### config.mk
export PLATFORM = sky130hd
export DESIGN_NAME = fcsas_ctrl
export DESIGN_NICKNAME = d
export VERILOG_FILES = /design/src/fcsas_sig_step.v /design/src/fcsas_ctrl.v
export VERILOG_INCLUDE_DIRS = /design/src
export SDC_FILE = /design/constraint.sdc
export NUM_CORES = 1
export LEC_CHECK = 0
export BUFFER_PORTS_ARGS = -buffer_cell sky130_fd_sc_hd__buf_2
export CAP_MARGIN = 40
export CELL_PAD_IN_SITES_DETAIL_PLACEMENT = 2
export CELL_PAD_IN_SITES_GLOBAL_PLACEMENT = 2
export CORE_MARGIN = 5
export CORE_UTILIZATION = 39
export DETAILED_ROUTE_END_ITERATION = 7
export PLACE_DENSITY = 0.82
export SETUP_SLACK_MARGIN = 0.05
export SLEW_MARGIN = 20
export SYNTH_ARGS = -nofsm -noshare
export SYNTH_HDL_FRONTEND = slang
export SYNTH_SLANG_ARGS = --single-unit
### constraint.sdc
create_clock -name core_clk_in -period 4.6 [get_ports core_clk_in]
set_input_delay 0.69 -clock core_clk_in [delete_from_list [all_inputs] [get_ports core_clk_in]]
set_output_delay 0.69 -clock core_clk_in [all_outputs]
set_load 0.02 [all_outputs]
### src/fcsas_defs.vh
// constants for the flash size, address and signature register block
//
// Function
// bit 20 reports debug port lockout
// bit 19 reports main array key lock
// bits 18:17 encode available sram size
// bits 15:0 hold last usable word address
// top bus word address follows array size
// address bits 15:6 select page and row
// address bits 5:0 select word in row
// array is 128 pages, 8 rows, 64 words
// software loads address in component format
// signature presets to all ones on start
// every word read advances the signature
// signature final once command finished flag set
// protected page segments refuse word writes
// at most four protection segments exist
// command finished flag set, cleared by one
// read match flag only if all words match
// lfsr polynomial and direction are parameters
// size fields sampled from straps after reset
`ifndef FCSAS_DEFS_VH
`define FCSAS_DEFS_VH

// register offsets (byte addresses)
`define FCSAS_OFS_CMD          8'h00
`define FCSAS_OFS_FLAGS        8'h04
`define FCSAS_OFS_SIZE         8'h14
`define FCSAS_OFS_ADDR         8'h18
`define FCSAS_OFS_SIG          8'h24
`define FCSAS_OFS_TOP_BUS      8'h28
`define FCSAS_OFS_PROT01       8'h34
`define FCSAS_OFS_PROT23       8'h38
`define FCSAS_OFS_FIRST_DATA_WORD        8'h40

// size register field positions
`define FCSAS_SIZE_DBG_BIT     20
`define FCSAS_SIZE_KEY_BIT     19
`define FCSAS_SIZE_RAM_HI      18
`define FCSAS_SIZE_RAM_LO      17
`define FCSAS_SIZE_LAST_HI     15

// address register fields
`define FCSAS_ROW_SEL_HI       15
`define FCSAS_ROW_SEL_LO       6
`define FCSAS_PAGE_HI          15
`define FCSAS_PAGE_LO          9
`define FCSAS_WORD_HI          5

// flags register bit positions
`define FCSAS_FLG_DONE         0
`define FCSAS_FLG_MATCH        1
`define FCSAS_FLG_BUSY_ERR     2
`define FCSAS_FLG_ILL_CMD      3
`define FCSAS_FLG_PROT_ERR     4
`define FCSAS_FLG_BUSY         8

// segment field positions
`define FCSAS_SEG_OFS_HI       14
`define FCSAS_SEG_OFS_LO       8
`define FCSAS_SEG_LEN_HI       6
`define FCSAS_NUM_SEGS         4

// command opcodes
`define FCSAS_OP_FULL_READ     8'h01
`define FCSAS_OP_WORD_WRITE    8'h02

// reset values
`define FCSAS_SIG_RESET        32'hffffffff
`define FCSAS_FIRST_DATA_WORD_RESET      32'hffffffff
`define FCSAS_ADDR_RESET       16'h0000
`define FCSAS_PROT_RESET       32'h00000000

// bus mapping of the array: base is the bus address of the first array word
`define FCSAS_BUS_BASE         32'h10040000

// signature lfsr defaults
`define FCSAS_LFSR_POLY        32'h04c11db7
`define FCSAS_LFSR_LEFT        1'b1

`endif

### src/fcsas_sig_step.v
// one signature lfsr step that folds in a single array word
`timescale 1ns/1ns
`default_nettype none

module fcsas_sig_step #(
  parameter [31:0] POLY       = 32'h04c11db7, // feedback taps
  parameter        SHIFT_LEFT = 1'b1          // shift direction
) (
  input  wire [31:0] state_in,  // current signature
  input  wire [31:0] word_in,   // word read from the array
  output reg  [31:0] state_out  // signature after one step
);

  // one shift, feedback xor, then fold the data word in
  always @* begin
    if (SHIFT_LEFT) begin
      state_out = {state_in[30:0], 1'b0} ^
                  (state_in[31] ? POLY : 32'h00000000) ^ word_in;
    end else begin
      state_out = {1'b0, state_in[31:1]} ^
                  (state_in[0] ? POLY : 32'h00000000) ^ word_in;
    end
  end

endmodule

`default_nettype wire

### src/fcsas_ctrl.v
// flash size, address, signature and write-protect register block
//
// Our own choice: strobed register access.
`timescale 1ns/1ns
`default_nettype none
`include "fcsas_defs.vh"

module fcsas_ctrl #(
  parameter [31:0] LFSR_POLY  = `FCSAS_LFSR_POLY, // signature taps
  parameter        LFSR_LEFT  = `FCSAS_LFSR_LEFT  // signature direction
) (
  input  wire        core_clk_in,        // 250 MHz core clock
  input  wire        nrst_in,            // async reset, active low
  // register port
  input  wire [7:0]  reg_addr_in,        // byte address
  input  wire [31:0] reg_wdata_in,       // write data
  input  wire        reg_wr_in,          // write strobe
  input  wire        reg_rd_in,          // read strobe
  output reg  [31:0] reg_rdata_out,      // read data, next cycle
  // static device configuration straps
  input  wire        cfg_debug_lock_in,  // debug port locked
  input  wire        cfg_key_lock_in,    // main array key locked
  input  wire [1:0]  cfg_ram_size_in,    // ram size code
  input  wire [15:0] cfg_last_word_in,   // last usable word address
  // flash array port
  output reg         arr_rd_req_out,     // read request, held to ack
  output reg         arr_wr_req_out,     // write request, held to ack
  output reg  [15:0] arr_addr_out,       // component format address
  output reg  [31:0] arr_wdata_out,      // word to program
  input  wire [31:0] arr_rdata_in,       // read word, valid with ack
  input  wire        arr_ack_in,         // one-cycle completion
  output reg         busy_out            // command in progress
);

  // sequencer states
  localparam [1:0] ST_IDLE   = 2'b00;  // waiting for a command
  localparam [1:0] ST_READ   = 2'b01;  // full array read running
  localparam [1:0] ST_WRITE  = 2'b10;  // single word program running
  localparam [1:0] ST_FINISH = 2'b11;  // raise the finished flag

  // is page inside one segment; end past the array clamps itself
  // because the page index can never exceed the last page
  function seg_hit;
    input [15:0] seg;
    input [6:0]  page;
    reg   [7:0]  seg_end;
    begin
      seg_end = {1'b0, seg[`FCSAS_SEG_OFS_HI:`FCSAS_SEG_OFS_LO]} +
                {1'b0, seg[`FCSAS_SEG_LEN_HI:0]};
      seg_hit = (seg[`FCSAS_SEG_LEN_HI:0] != 7'h00) &&
                (page >= seg[`FCSAS_SEG_OFS_HI:`FCSAS_SEG_OFS_LO]) &&
                ({1'b0, page} < seg_end);
    end
  endfunction

  // configuration capture
  reg        cfg_taken_ff;       // straps captured once
  reg        dbg_lock_ff;        // debug lockout status
  reg        key_lock_ff;        // main array key lock
  reg [1:0]  ram_size_ff;        // ram size code
  reg [15:0] last_word_ff;       // last usable word address
  reg [31:0] top_bus_ff;         // highest usable bus word address

  // software registers
  reg [15:0] addr_ff;            // row select and word in row
  reg [31:0] first_data_word_ff;           // program word and compare value
  reg [31:0] prot01_ff;          // segments 0 and 1
  reg [31:0] prot23_ff;          // segments 2 and 3
  reg [31:0] sig_ff;             // read signature

  // sequencer
  reg [1:0]  state_ff;           // current state
  reg [15:0] rd_ptr_ff;          // full read word pointer
  reg        all_match_ff;       // every word so far matched first_data_word

  // sticky flags
  reg        done_flag_ff;       // command finished
  reg        match_flag_ff;      // full read matched
  reg        busy_err_ff;        // command while busy
  reg        ill_cmd_ff;         // unknown opcode
  reg        prot_err_ff;        // write hit a protected page

  // decoded strobes
  wire       wr_cmd    = reg_wr_in && (reg_addr_in == `FCSAS_OFS_CMD);
  wire       wr_flags  = reg_wr_in && (reg_addr_in == `FCSAS_OFS_FLAGS);
  wire [7:0] opcode    = reg_wdata_in[7:0];
  wire       idle      = (state_ff == ST_IDLE);
  wire       start_rd  = wr_cmd && idle &&
                         (opcode == `FCSAS_OP_FULL_READ);
  wire       start_wr  = wr_cmd && idle &&
                         (opcode == `FCSAS_OP_WORD_WRITE);
  wire       bad_op    = wr_cmd && (opcode != `FCSAS_OP_FULL_READ) &&
                         (opcode != `FCSAS_OP_WORD_WRITE);

  // page of the target word, upper part of the row select
  wire [6:0] tgt_page  = addr_ff[`FCSAS_PAGE_HI:`FCSAS_PAGE_LO];

  // a page is guarded if any of the four segments covers it
  wire       tgt_prot  = seg_hit(prot01_ff[15:0],  tgt_page) ||
                         seg_hit(prot01_ff[31:16], tgt_page) ||
                         seg_hit(prot23_ff[15:0],  tgt_page) ||
                         seg_hit(prot23_ff[31:16], tgt_page);

  // the signature step for the word now returning
  wire [31:0] sig_step;           // signature after folding arr_rdata_in

  fcsas_sig_step #(
    .POLY       (LFSR_POLY),
    .SHIFT_LEFT (LFSR_LEFT)
  ) u_sig_step (
    .state_in  (sig_ff),
    .word_in   (arr_rdata_in),
    .state_out (sig_step)
  );

  wire       rd_ack    = (state_ff == ST_READ) && arr_ack_in;
  wire       rd_last   = (rd_ptr_ff == last_word_ff);

  // straps are static; capture them on the first edge after release
  always @(posedge core_clk_in or negedge nrst_in) begin
    if (!nrst_in) begin
      cfg_taken_ff <= 1'b0;
      dbg_lock_ff  <= 1'b0;
      key_lock_ff  <= 1'b0;
      ram_size_ff  <= 2'b00;
      last_word_ff <= 16'h0000;
      top_bus_ff   <= 32'h00000000;
    end else if (!cfg_taken_ff) begin
      cfg_taken_ff <= 1'b1;
      dbg_lock_ff  <= cfg_debug_lock_in;
      key_lock_ff  <= cfg_key_lock_in;
      ram_size_ff  <= cfg_ram_size_in;
      last_word_ff <= cfg_last_word_in;
      // word index scaled to bytes on top of the bus base    //
      top_bus_ff   <= `FCSAS_BUS_BASE +
                      {14'h0000, cfg_last_word_in, 2'b00};
    end
  end

  // software written registers
  always @(posedge core_clk_in or negedge nrst_in) begin
    if (!nrst_in) begin
      addr_ff   <= `FCSAS_ADDR_RESET;
      first_data_word_ff  <= `FCSAS_FIRST_DATA_WORD_RESET;
      prot01_ff <= `FCSAS_PROT_RESET;
      prot23_ff <= `FCSAS_PROT_RESET;
    end else if (reg_wr_in) begin
      case (reg_addr_in)
        // component format taken as is, upper bits dropped
        `FCSAS_OFS_ADDR:   addr_ff   <= reg_wdata_in[15:0];
        `FCSAS_OFS_FIRST_DATA_WORD:  first_data_word_ff  <= reg_wdata_in;
        `FCSAS_OFS_PROT01: prot01_ff <= reg_wdata_in;
        `FCSAS_OFS_PROT23: prot23_ff <= reg_wdata_in;
        default: begin
          addr_ff <= addr_ff;  // read-only or unmapped: no effect
        end
      endcase
    end
  end

  // command sequencer
  always @(posedge core_clk_in or negedge nrst_in) begin
    if (!nrst_in) begin
      state_ff       <= ST_IDLE;
      rd_ptr_ff      <= 16'h0000;
      all_match_ff   <= 1'b0;
      sig_ff         <= `FCSAS_SIG_RESET;
      arr_rd_req_out <= 1'b0;
      arr_wr_req_out <= 1'b0;
      arr_addr_out   <= 16'h0000;
      arr_wdata_out  <= 32'h00000000;
      busy_out       <= 1'b0;
    end else begin
      case (state_ff)
        ST_IDLE: begin
          if (start_rd) begin
            // preset on the command write itself              //
            sig_ff         <= `FCSAS_SIG_RESET;
            all_match_ff   <= 1'b1;
            rd_ptr_ff      <= 16'h0000;
            arr_addr_out   <= 16'h0000;
            arr_rd_req_out <= 1'b1;
            busy_out       <= 1'b1;
            state_ff       <= ST_READ;
          end else if (start_wr) begin
            busy_out <= 1'b1;
            if (tgt_prot) begin
              // guarded page: no array access at all           //
              state_ff <= ST_FINISH;
            end else begin
              arr_addr_out   <= addr_ff;
              arr_wdata_out  <= first_data_word_ff;
              arr_wr_req_out <= 1'b1;
              state_ff       <= ST_WRITE;
            end
          end
        end
        ST_READ: begin
          if (arr_ack_in) begin
            // one lfsr step per returned word                 //
            sig_ff <= sig_step;
            if (arr_rdata_in != first_data_word_ff) begin
              all_match_ff <= 1'b0;
            end
            if (rd_last) begin
              arr_rd_req_out <= 1'b0;
              state_ff       <= ST_FINISH;
            end else begin
              // walk each word from 0 up to the last usable word          //
              rd_ptr_ff    <= rd_ptr_ff + 16'h0001;
              arr_addr_out <= rd_ptr_ff + 16'h0001;
            end
          end
        end
        ST_WRITE: begin
          if (arr_ack_in) begin
            arr_wr_req_out <= 1'b0;
            state_ff       <= ST_FINISH;
          end
        end
        ST_FINISH: begin
          // signature is already final and stays until next start
          busy_out <= 1'b0;
          state_ff <= ST_IDLE;
        end
        default: begin
          state_ff <= ST_IDLE;
        end
      endcase
    end
  end

  // sticky flags: a set in the same cycle as a write-one clear wins
  always @(posedge core_clk_in or negedge nrst_in) begin
    if (!nrst_in) begin
      done_flag_ff  <= 1'b0;
      match_flag_ff <= 1'b0;
      busy_err_ff   <= 1'b0;
      ill_cmd_ff    <= 1'b0;
      prot_err_ff   <= 1'b0;
    end else begin
      // finished flag, cleared by writing one                 //
      if (state_ff == ST_FINISH) begin
        done_flag_ff <= 1'b1;
      end else if (wr_flags && reg_wdata_in[`FCSAS_FLG_DONE]) begin
        done_flag_ff <= 1'b0;
      end
      // match only at the end of a full read where all matched
      if (rd_ack && rd_last &&
          all_match_ff && (arr_rdata_in == first_data_word_ff)) begin
        match_flag_ff <= 1'b1;
      end else if (wr_flags && reg_wdata_in[`FCSAS_FLG_MATCH]) begin
        match_flag_ff <= 1'b0;
      end
      // command arriving while a command runs is dropped
      if (wr_cmd && !idle && !bad_op) begin
        busy_err_ff <= 1'b1;
      end else if (wr_flags && reg_wdata_in[`FCSAS_FLG_BUSY_ERR]) begin
        busy_err_ff <= 1'b0;
      end
      // unknown opcode is never started
      if (bad_op) begin
        ill_cmd_ff <= 1'b1;
      end else if (wr_flags && reg_wdata_in[`FCSAS_FLG_ILL_CMD]) begin
        ill_cmd_ff <= 1'b0;
      end
      // program refused by a segment
      if (start_wr && tgt_prot) begin
        prot_err_ff <= 1'b1;
      end else if (wr_flags && reg_wdata_in[`FCSAS_FLG_PROT_ERR]) begin
        prot_err_ff <= 1'b0;
      end
    end
  end

  // read mux: data stand in the cycle after the strobe only
  always @(posedge core_clk_in or negedge nrst_in) begin
    if (!nrst_in) begin
      reg_rdata_out <= 32'h00000000;
    end else if (reg_rd_in) begin
      case (reg_addr_in)
        `FCSAS_OFS_FLAGS: begin
          reg_rdata_out <= {23'h000000, busy_out, 3'b000,
                            prot_err_ff, ill_cmd_ff, busy_err_ff,
                            match_flag_ff, done_flag_ff};
        end
        `FCSAS_OFS_SIZE: begin
          // reserved bits 31:21 and 16 read zero       //
          reg_rdata_out <= {11'h000, dbg_lock_ff, key_lock_ff,
                            ram_size_ff, 1'b0, last_word_ff};
        end
        `FCSAS_OFS_ADDR:    reg_rdata_out <= {16'h0000, addr_ff};
        `FCSAS_OFS_SIG:     reg_rdata_out <= sig_ff;
        `FCSAS_OFS_TOP_BUS: reg_rdata_out <= top_bus_ff;
        `FCSAS_OFS_PROT01:  reg_rdata_out <= prot01_ff;
        `FCSAS_OFS_PROT23:  reg_rdata_out <= prot23_ff;
        `FCSAS_OFS_FIRST_DATA_WORD:   reg_rdata_out <= first_data_word_ff;
        default:            reg_rdata_out <= 32'h00000000;
      endcase
    end else begin
      reg_rdata_out <= 32'h00000000;
    end
  end

endmodule

`default_nettype wire

# After elaboration in Yosys (flattened, before gate mapping)
# Cells that the tools add are included.
# totals
ff_bits	304
out_inout_bits	83
word_cells	177
# classes
add_sub_neg	6
magnitude_cmp	8
n_eq_ne	29
n_mux	46
n_bitwise	4
n_reduce_logical	59
# op_table
op	count
32-bit case mux with 8 select lines	1
16-bit 2-to-1 mux	6
32-bit 2-to-1 mux	3
16-bit case mux with 2 select lines	2
32-bit case mux with 2 select lines	1
32-bit bitwise XOR	2
7-bit by 7-bit adder with 8-bit output	4
32-bit equality test	1
8-bit by 6-bit equality test with 1-bit output, second input constant	4
7-bit by 8-bit less-than comparator with 1-bit output	4
32-bit != test	1
29-bit by 18-bit adder with 30-bit output, first input constant	1
7-bit >= comparator	4
7-bit nonzero test	4
1-bit logical AND	27
27-bit 2-to-1 mux	1
1-bit 2-to-1 mux	22
4-bit AND reduction	5
16-bit by 1-bit adder with 16-bit output, second input constant	1
16-bit equality test	1
8-bit by 5-bit equality test with 1-bit output, second input constant	2
2-bit nonzero test	8
2-bit != test, second input constant	6
2-bit 2-to-1 mux	5
other kinds (21)	36

# Logic depth before layout (Yosys ltp)
# logic_depth
ltp_word	10
depth_mapped	20

# Modules after synthesis
# A second synthesis with hierarchy kept.
# hier_totals
cells_unflattened	1318
hier_area_um2	14955.6
# modules_own_cells
module	instances	cells_each	area_per_inst_um2	seq_area_each_um2
fcsas_ctrl	1	1285	14450.1	6911.6
fcsas_sig_step	1	33	505.5	0.0

# Least setup slack after synthesis
# No wires, ideal clock.
# synth_timing
path_kind	register to register
startpoint	register prot01_ff[0]
endpoint	register arr_addr_out[10]
setup_time_ps	125
arrival_time_ps	3689
slack_ps	786
stages_incl_launch_ff	19
path_buffers	2
period_less_slack_ps	3814
cell_sequence	dfrtp_1 > ha_1 > fa_1 > a21o_1 > a21oi_1 > o21bai_1 > a21oi_1 > xor2_1 > ha_1 > a211oi_1 > o32ai_1 > a21oi_1 > a221oi_1 > nor3_1 > nand4bb_1 > buf_2 > a31oi_4 > buf_12 > mux2_4
# synth_via
elab_chain_len	8
word_cells_on_any_way	10
cone_classes	add/sub (1); order compare (1); eq/ne (1); reduce/logical (7)
# synth_rtl
item	line_no	text
start: declaration	fcsas_ctrl.v:67	reg [31:0] prot01_ff;
start signal: assignment	fcsas_ctrl.v:145	prot01_ff <= `FCSAS_PROT_RESET;
start signal: assignment	fcsas_ctrl.v:152	`FCSAS_OFS_PROT01: prot01_ff <= reg_wdata_in;
7-bit by 7-bit adder with 8-bit output / 7-bit nonzero test (equally long branches)	fcsas_ctrl.v:48, fcsas_ctrl.v:50	
7-bit by 8-bit less-than comparator with 1-bit output / 1-bit logical AND (equally long branches)	fcsas_ctrl.v:52, fcsas_ctrl.v:50	
1-bit logical AND (*)	fcsas_ctrl.v:50	seg_hit = (seg[`FCSAS_SEG_LEN_HI:0] != 7'h00) &&
1-bit logical OR (*)	fcsas_ctrl.v:99	wire tgt_prot = seg_hit(prot01_ff[15:0], tgt_page) ||
1-bit logical OR (*)	fcsas_ctrl.v:100	seg_hit(prot01_ff[31:16], tgt_page) ||
1-bit logical OR (*)	fcsas_ctrl.v:101	seg_hit(prot23_ff[15:0], tgt_page) ||
3-bit != test (no source line) (*)	n/a	
5-bit AND reduction (no source line) (*)	n/a	
end signal: assignment	fcsas_ctrl.v:191	arr_addr_out <= addr_ff;
end signal: assignment	fcsas_ctrl.v:211	arr_addr_out <= rd_ptr_ff + 16'h0001;
end: declaration	fcsas_ctrl.v:28	output reg [15:0] arr_addr_out,
# Mark *: on every way between the ends. The rest lies on a longest branch, timed or not.
# A chain may end at the register's enable or synchronous reset.

# Final worst setup path
# layout_timing
startpoint	register prot01_ff[8]
endpoint	register arr_wdata_out[7]
# layout_via
elab_chain_len	8
word_cells_on_any_way	10
cone_classes	add/sub (1); order compare (2); bitwise (1); reduce/logical (6)
# layout_rtl
item	line_no	text
7-bit by 7-bit adder with 8-bit output / 7-bit >= comparator (equally long branches)	fcsas_ctrl.v:48, fcsas_ctrl.v:51	
7-bit by 8-bit less-than comparator with 1-bit output / 1-bit logical AND (equally long branches)	fcsas_ctrl.v:52, fcsas_ctrl.v:50	
1-bit logical AND (*)	fcsas_ctrl.v:50	
1-bit logical OR (*)	fcsas_ctrl.v:99	
1-bit logical OR (*)	fcsas_ctrl.v:100	
1-bit logical OR (*)	fcsas_ctrl.v:101	
1-bit NOT (no source line) (*)	n/a	
4-bit AND reduction (no source line) (*)	n/a	
end signal: assignment	fcsas_ctrl.v:192	arr_wdata_out <= first_data_word_ff;
end: declaration	fcsas_ctrl.v:29	output reg [31:0] arr_wdata_out,
# Marks and branches as above.

==> impl_metrics.py <==
metrics = {
    "status": {
        "status": "completed",
    },
    "timing": {
        "rsz0062_at_grt": "false",
        "final-hold-violation-count": 0,
        "post-route-period-util_pct": 93.81,
        "setup_viol": 0,
        "skew_ps": 24.60,
        "fin_ws_ps": 284.7,
        "max_freq_mhz": 231.7,
        "drv_slew": 0,
        "fin_crit_ps": 4315,
        "setup_tns_ps": 0,
        "relSlewSlack_pct": 47.72,
        "worst_pin_slew_ps": 784.2,
    },
    "floorplanning": {
        "row_count": 71,
        "dieWidth_microns": 206.3,
        "initial_core_util_pct": 39.70,
        "pin_count": 180,
        "die_y_microns": 206.3,
        "dieArea_sq_um": 42550,
        "core-area_sq_um": 37840,
    },
    "placement": {
        "place.gp.congestion": 0.8953,
        "post-place-ws_ps": 322.9,
        "place.port_buffers": 179,
        "placed_cells": 1969,
        "dpl.hpwl_microns": 43450,
        "placed_area_sq_um": 16580,
    },
    "logic_synthesis": {
        "synthFlopType": "dfrtp_1",
        "synth-warning-count": 0,
        "synthCells": 1317,
        "synthArstFlopShare_pct": 100.0,
        "synth_area_leaders": "dfrtp_1, mux2_2, dfstp_2",
        "syn_avg_cell_area_sq_um": 11.41,
        "ys_ff_latch": 273,
        "syn-num-nets": 1503,
        "synth.most_common_cell": "dfrtp_1",
        "synthTopCellsByCount": "dfrtp_1, mux2_2, xnor2_1",
        "ys_seq_area_share_pct": 46.01,
        "synth.top_cell.area_share_pct": 34.81,
        "synth_top_cell_by_area": "dfrtp_1",
        "synth-edff-count": 0,
        "synth_cell_type_count": 64,
        "synth.cell_area_sq_um": 15020,
    },
    "cells_and_area": {
        "diodes": 0,
        "drive_gt1_share_pct": 35.94,
        "layout.nets": 1680,
        "syn_to_final_growth_pct": 17.63,
        "design_area_sq_um": 17670,
        "fill_cells": 3882,
        "stdcell_count": 2030,
    },
    "cts": {
        "clock_sinks": 273,
        "post_cts_buffers": 0,
        "ctsLongestPathBuffers": 3,
        "cts.reportedPaths.clkPinSlew_ps": 60,
        "cts_buffers": 31,
        "clk_latency_ps": 600,
        "cts_tree": "done",
        "htreeDepth": 1,
        "cts_root_buffer": "clkbuf_16",
    },
    "global_route": {
        "grt_pass1_vias": 13628,
        "grt-ovfl-total": 0,
        "grt_usage_pct": 27.25,
        "grt_max_degree": 127,
        "grt_antenna_before_repair": 2,
        "grt_pass1_wl_microns": 87550,
    },
    "worst_hold_path": {
        "hold_start": "cfg_key_lock_in",
        "hold_path_class": "in2reg",
    },
    "detailed_routing": {
        "drc": 0,
        "drtIter0Drc": 638,
        "drtPass1Iterations": 5,
        "wl_microns": 58790,
        "vias": 11966,
        "via_per_inst": 5.895,
        "drtAntennaViolNets": 0,
        "detail_route.wl_per_cell_microns": 28.96,
    },
    "power_and_ir_drop": {
        "p_leak_nw": 8.121,
        "power.density_nw_per_um2": 441.1,
        "ir_worst_vdd_mv": 0.2912,
        "pwr-share-seq_pct": 41.2,
        "pwr-share-clk_pct": 32.9,
        "internal_power_mw": 5.110,
        "p_switching_mw": 2.685,
        "combPwrFrac_pct": 25.9,
        "swShare_pct": 34.44,
        "total_power_mw": 7.794,
    },
    "worst_setup_path": {
        "worst-setup-path-type": "reg2reg",
        "crit_chain": "ha_1, fa_1, a21o_1, a21oi_1, o21bai_1, a21oi_1, xor2_1, ha_1, o21ai_0, o32ai_1, a21oi_1, a221oi_1, nor3_1, nand4bb_2, buf_4, mux2_2",
        "cp-startpoint": "prot01_ff[8]",
        "crit_fanout": 32,
        "rrSetupSlack_ps": 280,
        "cp-start-kind": "register",
        "critPathMaxStageDelay_ps": 500,
        "crit_slowest_cell": "buf_4",
        "crit_family": "compound AO/OA/AOI/OAI gates",
        "critical_path_arrival_ps": 4790,
        "cp.required_ps": 5080,
        "crit_top_cell": "a21oi_1",
        "worstReg2RegStart": "prot01_ff[8]",
        "worst_setup_path_end_kind": "register",
        "cp_num_buf_inv": 1,
    },
    "flow_run": {
        "maxCapViolCount": 0,
    },
}
==> worst paths after layout <==
kind | end | depth (start not counted)
max in group asynchronous | first_data_word_ff[8] | 4
max | arr_wdata_out[7] | 16
min | key_lock_ff | 2
max reg2reg | arr_wdata_out[7] | 16
min reg2reg | arr_rd_req_out | 2
min in group asynchronous | state_ff[0] | 2
==> final cells by class <==
cell class | count | area (sq um) | share of cell area [%]
Clock buffer | 43 | 870.8 | 4.928
Sequential cell | 273 | 6912 | 39.11
Timing Repair Buffer | 211 | 1229 | 6.953
Clock inverter | 15 | 160.2 | 0.9063
Tap cell | 511 | 639.4 | 3.618
Inverter | 38 | 142.6 | 0.8071
Multi-Input combinational cell | 939 | 7719 | 43.68
==> repair_timing <==
action	4_1_cts	5_1_grt
hold buffers	1	0
endpoints found under the hold margin	12	0
gates resized for setup	0	1
setup endpoints to repair	0	4
==> logic make-up after synthesis <==
kind of cell / count (synthesis) / share of synthesized area [%]
and+or+nand+nor: 225 / 7.429
buffers and inverters: 105 / 2.765
AOI/OAI and AO/OA: 292 / 12.99
adders and majority gates: 89 / 7.612
muxes: 212 / 16.17
xor gates and xnor gates: 120 / 6.996
DFF: 273 / 46.01
other: 1 / 0.02496
==> registers in the layout, indices dropped and copies added (netlist names), 2 cells and up <==
name and count:
state_ff 2, rd_ptr_ff 16, arr_wdata_out 32, addr_ff 16
top_bus_ff 2, arr_addr_out 16, ram_size_ff 2, first_data_word_ff 32
reg_rdata_out 32, sig_ff 32, prot23_ff 32, prot01_ff 32
last_word_ff 15
==> metal layers <==
metal,global-route usage [%],part of all wire [%]
met5,0,0.026
met4,10.84,4.7
met3,4.645,4.9
met2,47.67,50
met1,33.50,40
==> placed cells by master (no fill, tap or decap), types with 8 or more instances in the layout <==
| cell | count |
|---|---|
| clkbuf_16 | 31 |
| inv_1 | 38 |
| nand2b_1 | 13 |
| nor4_1 | 11 |
| a21oi_1 | 51 |
| xor2_1 | 31 |
| mux2_4 | 10 |
| a211oi_1 | 12 |
| a22oi_1 | 68 |
| a21o_1 | 13 |
| dfrtp_1 | 209 |
| buf_2 | 178 |
| dfstp_2 | 64 |
| nand4_1 | 17 |
| a31oi_1 | 45 |
| buf_4 | 23 |
| nand3_1 | 8 |
| mux2_2 | 196 |
| ha_1 | 84 |
| o21ai_0 | 42 |
| a22o_1 | 9 |
| clkinv_2 | 9 |
| nand2_1 | 58 |
| xnor2_1 | 89 |
| nor2_1 | 71 |
==> per-stage QoR <==
| stage | util (%) | hold slack [ps] |
|---|---|---|
| after floorplan | - | 394.4 |
| after global placement | 43.68 | 460.3 |
| after detailed placement | 43.82 | 474.1 |
| after CTS | 46.57 | 309.3 |
| after global routing | 46.70 | 319.5 |
| final | 46.70 | 328.6 |
==> power groups by stage <==
stage               sequential [mW]  combinational, mW  clock (mW)
detailed placement             3.23               1.96           0
global placement               3.21               1.82           0
floorplan                      3.09               1.34           0
finish                         3.21               2.02        2.57
global route                   3.23               2.19        2.71
CTS                            3.20               2.02        2.59
(Power assumes the default switching activity.)
